File: src/rtl/itpc_regs.vh
`ifndef ITPC_REGS_VH
`define ITPC_REGS_VH

`define ITPC_CTRL_OFFSET 12'h000
`define ITPC_PING_CFG_OFFSET 12'h004
`define ITPC_STATUS_OFFSET 12'h008
`define ITPC_FREQ_OFFSET 12'h00c
`define ITPC_VOLT_OFFSET 12'h010
`define ITPC_CURRENT_OFFSET 12'h014

`define ITPC_CTRL_ENABLE_BIT 0
`define ITPC_CTRL_RESET 1'b0
`define ITPC_THRESHOLD_LSB 0
`define ITPC_RETRIES_LSB 8
`define ITPC_STEP_LSB 16
`define ITPC_THRESHOLD_RESET 8'h01
`define ITPC_RETRIES_RESET 8'h05
`define ITPC_STEP_RESET 16'h07d0

`define ITPC_FREQ_MIN 17'h153d8
`define ITPC_FREQ_MAX 17'h1adb0
`define ITPC_PING_FREQ 17'h17ed0
`define ITPC_VOLT_MIN 14'h09c4
`define ITPC_VOLT_MAX 14'h2cec
`define ITPC_PING_VOLT 14'h157c
`define ITPC_FREQ_LOOP_LIMIT 18'h04e20
`define ITPC_VOLT_LOOP_LIMIT 20'h005dc

`define ITPC_CLK_MHZ 10
`define ITPC_PING_WAIT_US 20000
`define ITPC_OFF_WAIT_US 5000

`endif
File: src/rtl/itpc_power_control.v
// The register addresses and register access over APB were left to the implementer.
`timescale 1ns/1ns
`include "itpc_regs.vh"
module itpc_power_control #(
   parameter PING_WAIT_US = `ITPC_PING_WAIT_US,
   parameter OFF_WAIT_US = `ITPC_OFF_WAIT_US
) (
   input wire pclk,
   input wire presetn,
   input wire psel,
   input wire penable,
   input wire pwrite,
   input wire [11:0] paddr,
   input wire [31:0] pwdata,
   output reg [31:0] prdata,
   output reg pready,
   output reg pslverr,
   input wire sense_valid,
   input wire [15:0] sense_current_ma,
   input wire strength_valid,
   input wire [7:0] strength_value,
   input wire error_valid,
   input wire [7:0] error_value,
   input wire end_valid,
   output reg power_enable,
   output reg [16:0] inverter_operating_frequency,
   output reg [13:0] supply_mv
);

   localparam [2:0] ST_IDLE = 3'h0;
   localparam [2:0] ST_PING = 3'h1;
   localparam [2:0] ST_OFF = 3'h2;
   localparam [2:0] ST_POWER = 3'h3;
   localparam [2:0] ST_HALT = 3'h4;

   // The wait counter is 24 bits wide, so a window longer than that needs a wider wait_cnt.
   localparam [31:0] PING_CYC_FULL = PING_WAIT_US * `ITPC_CLK_MHZ;
   localparam [31:0] OFF_CYC_FULL = OFF_WAIT_US * `ITPC_CLK_MHZ;
   localparam [23:0] PING_CYC = PING_CYC_FULL[23:0];
   localparam [23:0] OFF_CYC = OFF_CYC_FULL[23:0];

   localparam signed [17:0] FLIM = `ITPC_FREQ_LOOP_LIMIT;
   localparam signed [19:0] VLIM = `ITPC_VOLT_LOOP_LIMIT;
   localparam signed [19:0] FMAX20 = {3'h0, `ITPC_FREQ_MAX};
   localparam signed [19:0] FMIN20 = {3'h0, `ITPC_FREQ_MIN};
   localparam signed [19:0] VMAX20 = {6'h00, `ITPC_VOLT_MAX};
   localparam signed [19:0] VMIN20 = {6'h00, `ITPC_VOLT_MIN};

   reg enable;
   reg [7:0] threshold;
   reg [7:0] max_retries;
   reg [15:0] freq_step;
   reg [2:0] state;
   reg [23:0] wait_cnt;
   reg [7:0] retry_cnt;
   reg exhausted;
   reg [16:0] ping_freq;
   reg [15:0] target_ma;
   reg [15:0] last_ma;

   reg signed [17:0] err;
   reg signed [17:0] pid;
   reg signed [19:0] f_try;
   reg [16:0] next_freq;
   reg signed [19:0] rem;
   reg signed [19:0] vpid;
   reg signed [19:0] v_try;
   reg [13:0] next_volt;
   reg signed [24:0] prod;
   reg signed [25:0] t_sum;
   reg [15:0] next_target;
   reg signed [19:0] retry_try;
   reg retry_ok;

   wire setup = psel & ~penable;
   wire wr_en = psel & penable & pready & pwrite & ~pslverr;

   // APB slave: decode in the setup cycle, answer in the first access cycle.
   always @(posedge pclk or negedge presetn)
   begin
      if (!presetn)
      begin
         pready <= 1'b0;
         pslverr <= 1'b0;
         prdata <= 32'h00000000;
      end
      else
      begin
         pready <= setup;
         pslverr <= 1'b0;
         prdata <= 32'h00000000;
         if (setup)
         begin
            if (paddr == `ITPC_CTRL_OFFSET)
            begin
               prdata <= {31'h00000000, enable};
            end
            else if (paddr == `ITPC_PING_CFG_OFFSET)
            begin
               prdata <= {freq_step, max_retries, threshold};
            end
            else if (paddr == `ITPC_STATUS_OFFSET)
            begin
               prdata <= {15'h0000, exhausted, retry_cnt, 4'h0, power_enable, state};
            end
            else if (paddr == `ITPC_FREQ_OFFSET)
            begin
               prdata <= {15'h0000, inverter_operating_frequency};
            end
            else if (paddr == `ITPC_VOLT_OFFSET)
            begin
               prdata <= {18'h00000, supply_mv};
            end
            else if (paddr == `ITPC_CURRENT_OFFSET)
            begin
               prdata <= {target_ma, last_ma};
            end
            else
            begin
               pslverr <= 1'b1;
            end
         end
      end
   end

   always @(posedge pclk or negedge presetn)
   begin
      if (!presetn)
      begin
         enable <= `ITPC_CTRL_RESET;
         threshold <= `ITPC_THRESHOLD_RESET;
         max_retries <= `ITPC_RETRIES_RESET;
         freq_step <= `ITPC_STEP_RESET;
      end
      else if (wr_en)
      begin
         if (paddr == `ITPC_CTRL_OFFSET)
         begin
            enable <= pwdata[`ITPC_CTRL_ENABLE_BIT];
         end
         else if (paddr == `ITPC_PING_CFG_OFFSET)
         begin
            threshold <= pwdata[`ITPC_THRESHOLD_LSB +: 8];
            max_retries <= pwdata[`ITPC_RETRIES_LSB +: 8];
            freq_step <= pwdata[`ITPC_STEP_LSB +: 16];
         end
      end
   end

   // One proportional step of both loops for the newest current sample.
   always @*
   begin
      err = $signed({2'b00, target_ma}) - $signed({2'b00, sense_current_ma});
      if (err > FLIM)
      begin
         pid = FLIM;
      end
      else if (err < -FLIM)
      begin
         pid = -FLIM;
      end
      else
      begin
         pid = err;
      end
      f_try = $signed({3'h0, inverter_operating_frequency}) - {{2{pid[17]}}, pid};
      if (f_try > FMAX20)
      begin
         next_freq = `ITPC_FREQ_MAX;
      end
      else if (f_try < FMIN20)
      begin
         next_freq = `ITPC_FREQ_MIN;
      end
      else
      begin
         next_freq = f_try[16:0];
      end
      // Nonzero only when the frequency hit a band edge.
      rem = $signed({3'h0, next_freq}) - f_try;
      if (rem > VLIM)
      begin
         vpid = VLIM;
      end
      else if (rem < -VLIM)
      begin
         vpid = -VLIM;
      end
      else
      begin
         vpid = rem;
      end
      v_try = $signed({6'h00, supply_mv}) + (vpid >>> 1);
      if (v_try > VMAX20)
      begin
         next_volt = `ITPC_VOLT_MAX;
      end
      else if (v_try < VMIN20)
      begin
         next_volt = `ITPC_VOLT_MIN;
      end
      else
      begin
         next_volt = v_try[13:0];
      end
      prod = $signed({1'b0, last_ma}) * $signed(error_value);
      t_sum = $signed({10'h000, last_ma}) + ($signed({prod[24], prod}) >>> 7);
      if (t_sum < 26'sd0)
      begin
         next_target = 16'h0000;
      end
      else if (t_sum > $signed({10'h000, 16'hffff}))
      begin
         next_target = 16'hffff;
      end
      else
      begin
         next_target = t_sum[15:0];
      end
      retry_try = $signed({3'h0, ping_freq}) - $signed({4'h0, freq_step});
      retry_ok = (retry_try >= FMIN20) && (retry_cnt < max_retries) && (freq_step != 16'h0000);
   end

   always @(posedge pclk or negedge presetn)
   begin
      if (!presetn)
      begin
         state <= ST_IDLE;
         wait_cnt <= 24'h000000;
         retry_cnt <= 8'h00;
         exhausted <= 1'b0;
         ping_freq <= `ITPC_PING_FREQ;
         target_ma <= 16'h0000;
         last_ma <= 16'h0000;
         power_enable <= 1'b0;
         inverter_operating_frequency <= `ITPC_PING_FREQ;
         supply_mv <= `ITPC_PING_VOLT;
      end
      else
      begin
         if (sense_valid)
         begin
            last_ma <= sense_current_ma;
         end
         if (!enable)
         begin
            state <= ST_IDLE;
            power_enable <= 1'b0;
            exhausted <= 1'b0;
         end
         else
         begin
            case (state)
               ST_IDLE:
               begin
                  retry_cnt <= 8'h00;
                  ping_freq <= `ITPC_PING_FREQ;
                  inverter_operating_frequency <= `ITPC_PING_FREQ;
                  supply_mv <= `ITPC_PING_VOLT;
                  power_enable <= 1'b1;
                  wait_cnt <= PING_CYC - 24'h000001;
                  state <= ST_PING;
               end
               ST_PING:
               begin
                  if (strength_valid && (strength_value >= threshold))
                  begin
                     target_ma <= last_ma;
                     state <= ST_POWER;
                  end
                  else if (wait_cnt == 24'h000000)
                  begin
                     power_enable <= 1'b0;
                     wait_cnt <= OFF_CYC - 24'h000001;
                     if (retry_ok)
                     begin
                        ping_freq <= retry_try[16:0];
                        retry_cnt <= retry_cnt + 8'h01;
                        state <= ST_OFF;
                     end
                     else
                     begin
                        exhausted <= 1'b1;
                        state <= ST_HALT;
                     end
                  end
                  else
                  begin
                     wait_cnt <= wait_cnt - 24'h000001;
                  end
               end
               ST_OFF:
               begin
                  if (wait_cnt == 24'h000000)
                  begin
                     inverter_operating_frequency <= ping_freq;
                     supply_mv <= `ITPC_PING_VOLT;
                     power_enable <= 1'b1;
                     wait_cnt <= PING_CYC - 24'h000001;
                     state <= ST_PING;
                  end
                  else
                  begin
                     wait_cnt <= wait_cnt - 24'h000001;
                  end
               end
               ST_POWER:
               begin
                  if (end_valid)
                  begin
                     power_enable <= 1'b0;
                     retry_cnt <= 8'h00;
                     ping_freq <= `ITPC_PING_FREQ;
                     wait_cnt <= OFF_CYC - 24'h000001;
                     state <= ST_OFF;
                  end
                  else
                  begin
                     if (error_valid)
                     begin
                        target_ma <= next_target;
                     end
                     if (sense_valid)
                     begin
                        inverter_operating_frequency <= next_freq;
                        supply_mv <= next_volt;
                     end
                  end
               end
               ST_HALT:
               begin
                  power_enable <= 1'b0;
               end
               default:
               begin
                  state <= ST_IDLE;
                  power_enable <= 1'b0;
               end
            endcase
         end
      end
   end

endmodule

File: config.mk
export PLATFORM = sky130hd
export DESIGN_NAME = itpc_power_control
export DESIGN_NICKNAME = d
export VERILOG_FILES = /design/src/rtl/itpc_power_control.v
export VERILOG_INCLUDE_DIRS = /design/src /design/src/rtl
export SDC_FILE = /design/constraint.sdc
export NUM_CORES = 1
export LEC_CHECK = 0
export ABC_CLOCK_PERIOD_IN_PS = 22500
export BUFFER_PORTS_ARGS = -buffer_cell sky130_fd_sc_hd__buf_4
export CAP_MARGIN = 5
export CORE_MARGIN = 2
export CORE_UTILIZATION = 65
export DETAILED_ROUTE_END_ITERATION = 16
export GPL_TIMING_DRIVEN = 0
export PLACE_DENSITY = 0.86
export SETUP_SLACK_MARGIN = 0.4
export SLEW_MARGIN = 5
export SYNTH_ARGS = -nofsm -noshare
export SYNTH_HDL_FRONTEND = slang
export SYNTH_SLANG_ARGS = --single-unit
File: constraint.sdc
create_clock -name pclk -period 22.5 [get_ports pclk]
set_input_delay 4.5 -clock pclk [delete_from_list [all_inputs] [get_ports pclk]]
set_output_delay 4.5 -clock pclk [all_outputs]
set_load 0.02 [all_outputs]
; ---- Yosys cells after proc, flatten, opt, wreduce, memory -nomap -nowiden
; Cells that the tools add are included.
; Widths: inputs -> output; s select.
[op_classes]
n_addsub = 8
n_mul = 1
n_div = 0
order_cmp = 13
n_eq_ne = 28
n_shift = 0
mux = 69
n_bitwise = 8
reduce_logical = 20
[op_table]
columns = op, n
row1 = $mux 32, 7
row2 = $mux 17, 9
row3 = $pmux 17 s3, 2
row4 = $mux 24, 4
row5 = $pmux 24 s4, 1
row6 = $mux 16, 5
row7 = $mux 14, 5
row8 = $pmux 14 s3, 1
row9 = $mux 20, 2
row10 = $mux 18, 2
row11 = $mux 8, 4
row12 = $pmux 16 s2, 1
row13 = $mul 17x8->25, 1
row14 = $eq 12x4->1 const B, 2
row15 = $eq 12x5->1 const B, 2
row16 = $logic_not 24->1, 1
row17 = $ne 2x2->1 const B, 12
row18 = $pmux 8 s3, 1
row19 = $sub 24x1->24 const B, 1
row20 = $add 15x19->20, 1
row21 = $gt 20x12->1 const B, 1
row22 = $gt 20x15->1 const B, 1
row23 = $lt 20x12->1 const B, 1
row24 = $lt 20x13->1 const B, 1
row25 = other kinds (40), 79
[totals]
ff_bits = 184
latchBits = 0
ram_bits = 0
mem_bits_ro = 0
out_inout_bits = 66
elab_cells = 164
mem_count = 0

; ---- Logic depth before layout (Yosys ltp)
[depth]
word_depth = 19
ltp_mapped = 65

; ---- Worst setup path after synthesis
; No wires, ideal clock.
[synth_path]
kind = input -> register
start = input port sense_current_ma[4]
end = register supply_mv[0]
setup_time_ps = 122
t_arrival_ps = 16513
required_time_ps = 22378
setup_slack_ps = 5866
cell_stages = 60
cell_sequence = inv_1 > ha_1 > o211ai_1 > a21o_1 > a221oi_2 > nor4_1 > nor4_1 > o311ai_0 > a21oi_1 > nand2_1 > ha_1 > clkbuf_1 > nor3_1 > ha_1 > inv_1 > fa_1 > a21o_1 > a31o_1 > (+24 left out) > a21o_1 > a21o_1 > a21o_1 > a21o_1 > a21oi_1 > o21bai_1 > a21o_1 > a21oi_1 > o21ai_0 > a21oi_1 > o21ai_0 > a211o_1 > nand2b_1 > a21boi_1 > o31a_2 > nor2b_4 > buf_6 > a32o_1
[synth_via]
elab_chain_cells = 19
[synth_rtl]
columns = item, line
row1 = from (decl), itpc_power_control.v:19  ; input wire [15:0] sense_current_ma,
row2 = $sub 16x16->17 (*), itpc_power_control.v:153  ; err = $signed({2'b00, target_ma}) - $signed({2'b00, sense_current_ma});
row3 = $lt 17x16->1, itpc_power_control.v:158  ; else if (err < -FLIM)
row4 = $mux 18, itpc_power_control.v:158
row5 = $mux 18 (*), itpc_power_control.v:154  ; if (err > FLIM)
row6 = $sub 18x18->19 (*), itpc_power_control.v:166  ; f_try = $signed({3'h0, inverter_operating_frequency}) - {{2{pid[17]}}, pid};
row7 = $lt 19x18->1, itpc_power_control.v:171  ; else if (f_try < FMIN20)
row8 = $mux 17, itpc_power_control.v:171
row9 = $mux 17, itpc_power_control.v:167  ; if (f_try > FMAX20)
row10 = (+3 left out), --
row11 = $mux 20 (*), itpc_power_control.v:181  ; if (rem > VLIM)
row12 = $add 15x19->20 (*), itpc_power_control.v:193  ; v_try = $signed({6'h00, supply_mv}) + (vpid >>> 1);
row13 = $lt 20x13->1, itpc_power_control.v:198  ; else if (v_try < VMIN20)
row14 = $mux 14, itpc_power_control.v:198
row15 = $mux 14 (*), itpc_power_control.v:194  ; if (v_try > VMAX20)
row16 = $mux 14 (*), itpc_power_control.v:323  ; if (sense_valid)
row17 = $mux 14 (*), itpc_power_control.v:309  ; if (end_valid)
row18 = $pmux 14 s3 (*), itpc_power_control.v:253  ; case (state)
row19 = to (signal assigned), itpc_power_control.v:259  ; supply_mv <= `ITPC_PING_VOLT;
row20 = to (signal assigned), itpc_power_control.v:297  ; supply_mv <= `ITPC_PING_VOLT;
row21 = to (signal assigned), itpc_power_control.v:326  ; supply_mv <= next_volt;
row22 = to (decl), itpc_power_control.v:27  ; output reg [13:0] supply_mv
; Mark *: on every way between the ends. The rest lies on a longest branch, timed or not. The select of a mux whose other input is x is not followed.
; A chain may end at the register's enable or synchronous reset.

; ---- Final worst setup path
[layout_path]
start = input port sense_current_ma[4]
end = register supply_mv[1]
; Same word-level chain as after synthesis.

==> metrics <==
Final ANT Viol Nets 0; FF-to-FF End supply_mv[1]; post-route DRC violation count 0; crit start category input port; PD cells 90.1 nW/µm²; Synth Instances 2246; number of flops mapped to enable cells by yosys 0; Hold Crit Depth 1; die height 173 µm; synth cell count leaders nand2_1, inv_1, nor2_1; clk_lat worst skew 0.46 ns; Core ar. 27900 µm²; global-route wire length before repair 93.3 mm; Achievable Freq 52.5 MHz; H-tree depth 4; Clk Tree Root Cell clkbuf_16; number of global-route vias before repair 17500; outcome complete, no violations; async set-reset flop share out of synthesis 100%; Clock Skew 0.0180 ns; WL/cell 21.1 µm; Clock transition at path regs 0.08 ns; CTS Hold Buffers Added 0; CTS Buf Count 17; R2R Setup Slk 7.17 ns; top_reg_cell synth dfrtp_1; clk buf depth 2; die extent in x 173 µm; synth warn 0; I/O Buffers 146; unrepaired setup endpoints after global routing false; n_diodes 0; worst slack, placed 3.50 ns; IR drop worst, VDD 0.124 mV; post-DR vias/cell 6.49; Slowest-stage cell, CP nor4_1; CP Data Arrival Time 19.36 ns; largest cells by area after synthesis dfrtp_1, ha_1, fa_1, dfstp_2, nand2_1; Syn Nets 2590; Leak 9.86 nW; setup_tns 0 ns; row count 61; I/O pin count 151; crit end category register; crit-path max cell delay 0.80 ns; hold path endpoint wait_cnt[7]; largest net degree at the start of global routing 120; postcts setup bufs 0; CP required 22.83 ns; count leader, synth nand2_1; Layout area overhead 11.9%; WHS 0.521 ns; worst reg2reg startpoint target_ma[0]; Worst Tran Pin Value 1.41 ns; Period minus WS final 19.03 ns; # nets final 2757; Most common cell on crit path a21o_1; GP Congestion 0.961; worst min-delay path class register to register; crit share post-route 84.6%; area leader, netlist dfrtp_1; final setup violation count 0; initial antenna violation count 0; vias post-DR 18200; syn_area_per_cell 8.25 µm²; crit-path max FO 10; Initial Util 66.3%; final HPWL from detailed placement 47.1 mm; share of the synthesized area in the top cell type 19.9%; drt initial violations 1853; Max Cap Viol 0; Congestion Overflow GR 0; Final Hold Vio Count 0; mapped cell area 18500 µm²; Util after Layout 74.2%; post-route setup slack 3.47 ns; CTS tree yes; sequential-to-total area share from yosys stat 25.1%; slew margin rel. 5.52%; gr usage total 39.3%; clk sink count 184; drt first pass iters 6; max-slew violations 0; min-delay src wait_cnt[7]; post-synthesis cell type count 92; final WL 59.0 mm; Reg2Reg Depth 60; post-cts repair resize count 0; layout cells sized above 1 11.3%; number of synthesized register bits 184; worst setup path category input port to register; full die area 29900 µm²
## per-stage QoR
stage / cells / instance area, µm² / total power, mW
after floorplan: 2246 / 18500 / 1.29
after global placement: 2770 / 20100 / 1.48
after detailed placement: 2772 / 20100 / 1.54
after CTS: 2804 / 20700 / 1.85
after global routing: 2804 / 20700 / 2.02
final: 2804 / 20700 / 1.87
## critical path, delay by kind of cell
| kind | cells | cell delay [ns] |
|---|---|---|
| AOI/OAI and AO/OA | 31 | 7.94 |
| and+or+nand+nor | 16 | 3.62 |
| adders and majority gates | 7 | 2.33 |
| buffers and inverters | 6 | 0.82 |
| muxes | 1 | 0.14 |
## power by group
group	switching [mW]	internal (mW)	leakage, nW	total [mW]
clock network	0.150	0.159	0.290	0.309
registers	0.0101	0.337	2.26	0.347
logic	0.675	0.536	7.31	1.21
total	0.835	1.03	9.86	1.87
## state kept, by name (all words and copies together), names as in the netlist
signal / count
threshold: 8
exhausted: 1
target_ma: 16
freq_step: 16
state: 3
last_ma: 16
supply_mv: 14
ping_freq: 17
retry_cnt: 8
wait_cnt: 24
pready: 1
prdata: 32
enable: 1
inverter_operating_frequency: 17
pslverr: 1
power_enable: 1
max_retries: 8
## layout by cell type (no fill, tap or decap), drive strengths merged, types with 21 or more instances in the layout
cell / Yosys / routed
buf: 6 / 154
inv: 221 / 228
nor3: 36 / 36
ha: 170 / 170
dfstp: 37 / 37
dfrtp: 147 / 147
nand2b: 41 / 41
nand3: 38 / 38
a21o: 28 / 28
o211ai: 29 / 29
mux2: 22 / 22
nor2: 183 / 183
and2: 81 / 81
o21ai: 175 / 175
xor2: 25 / 25
fa: 89 / 89
a21oi: 155 / 155
nor4: 21 / 21
a31oi: 24 / 24
nor2b: 29 / 29
clkbuf: 84 / 103
nand2: 237 / 237
xnor2: 59 / 59
## how the worst max path moves through the flow
stage / startpoint / end / slack [ns]
6_report: sense_current_ma[4] / supply_mv[1] / 3.47
5_1_grt: sense_current_ma[6] / supply_mv[1] / 2.63
4_1_cts: sense_current_ma[6] / supply_mv[1] / 3.86
3_5_place_dp: sense_current_ma[4] / supply_mv[1] / 3.50
3_3_place_gp: sense_current_ma[4] / supply_mv[1] / 3.81
2_1_floorplan: sense_current_ma[4] / supply_mv[0] / 5.87
## cells by family after synthesis
kind of cell             count (synthesis)  synth area share (%)
adder cells (fa/ha/maj)                260                  21.2
other                                    1                0.0202
AND/OR/NAND/NOR                        758                  19.9
XOR/XNOR                                84                  3.97
buffers and inverters                  312                  6.43
AO/OA/AOI/OAI                          611                  21.3
multiplexers                            36                  2.09
flip-flops                             184                  25.1
## layer usage
metal / part of all wire [%] / wire, µm / track usage [%]
met1: 41 / 24000 / 54.3
met2: 43 / 25500 / 59.5
met3: 12 / 7370 / 11.9
met4: 3.8 / 2220 / 12.9
met5: 0 / 0 / 0
## cell type report
type                       instances  area, µm²
tap                              378        473
buffer                            90        358
fill                            2181       7210
timing repair buffer             148       1140
sequential                       184       4650
inverter                         222        833
clock inverter                    13        156
clock buffer                      19        433
multi-input combinational       1750      12700
(Power assumes the default switching activity.)
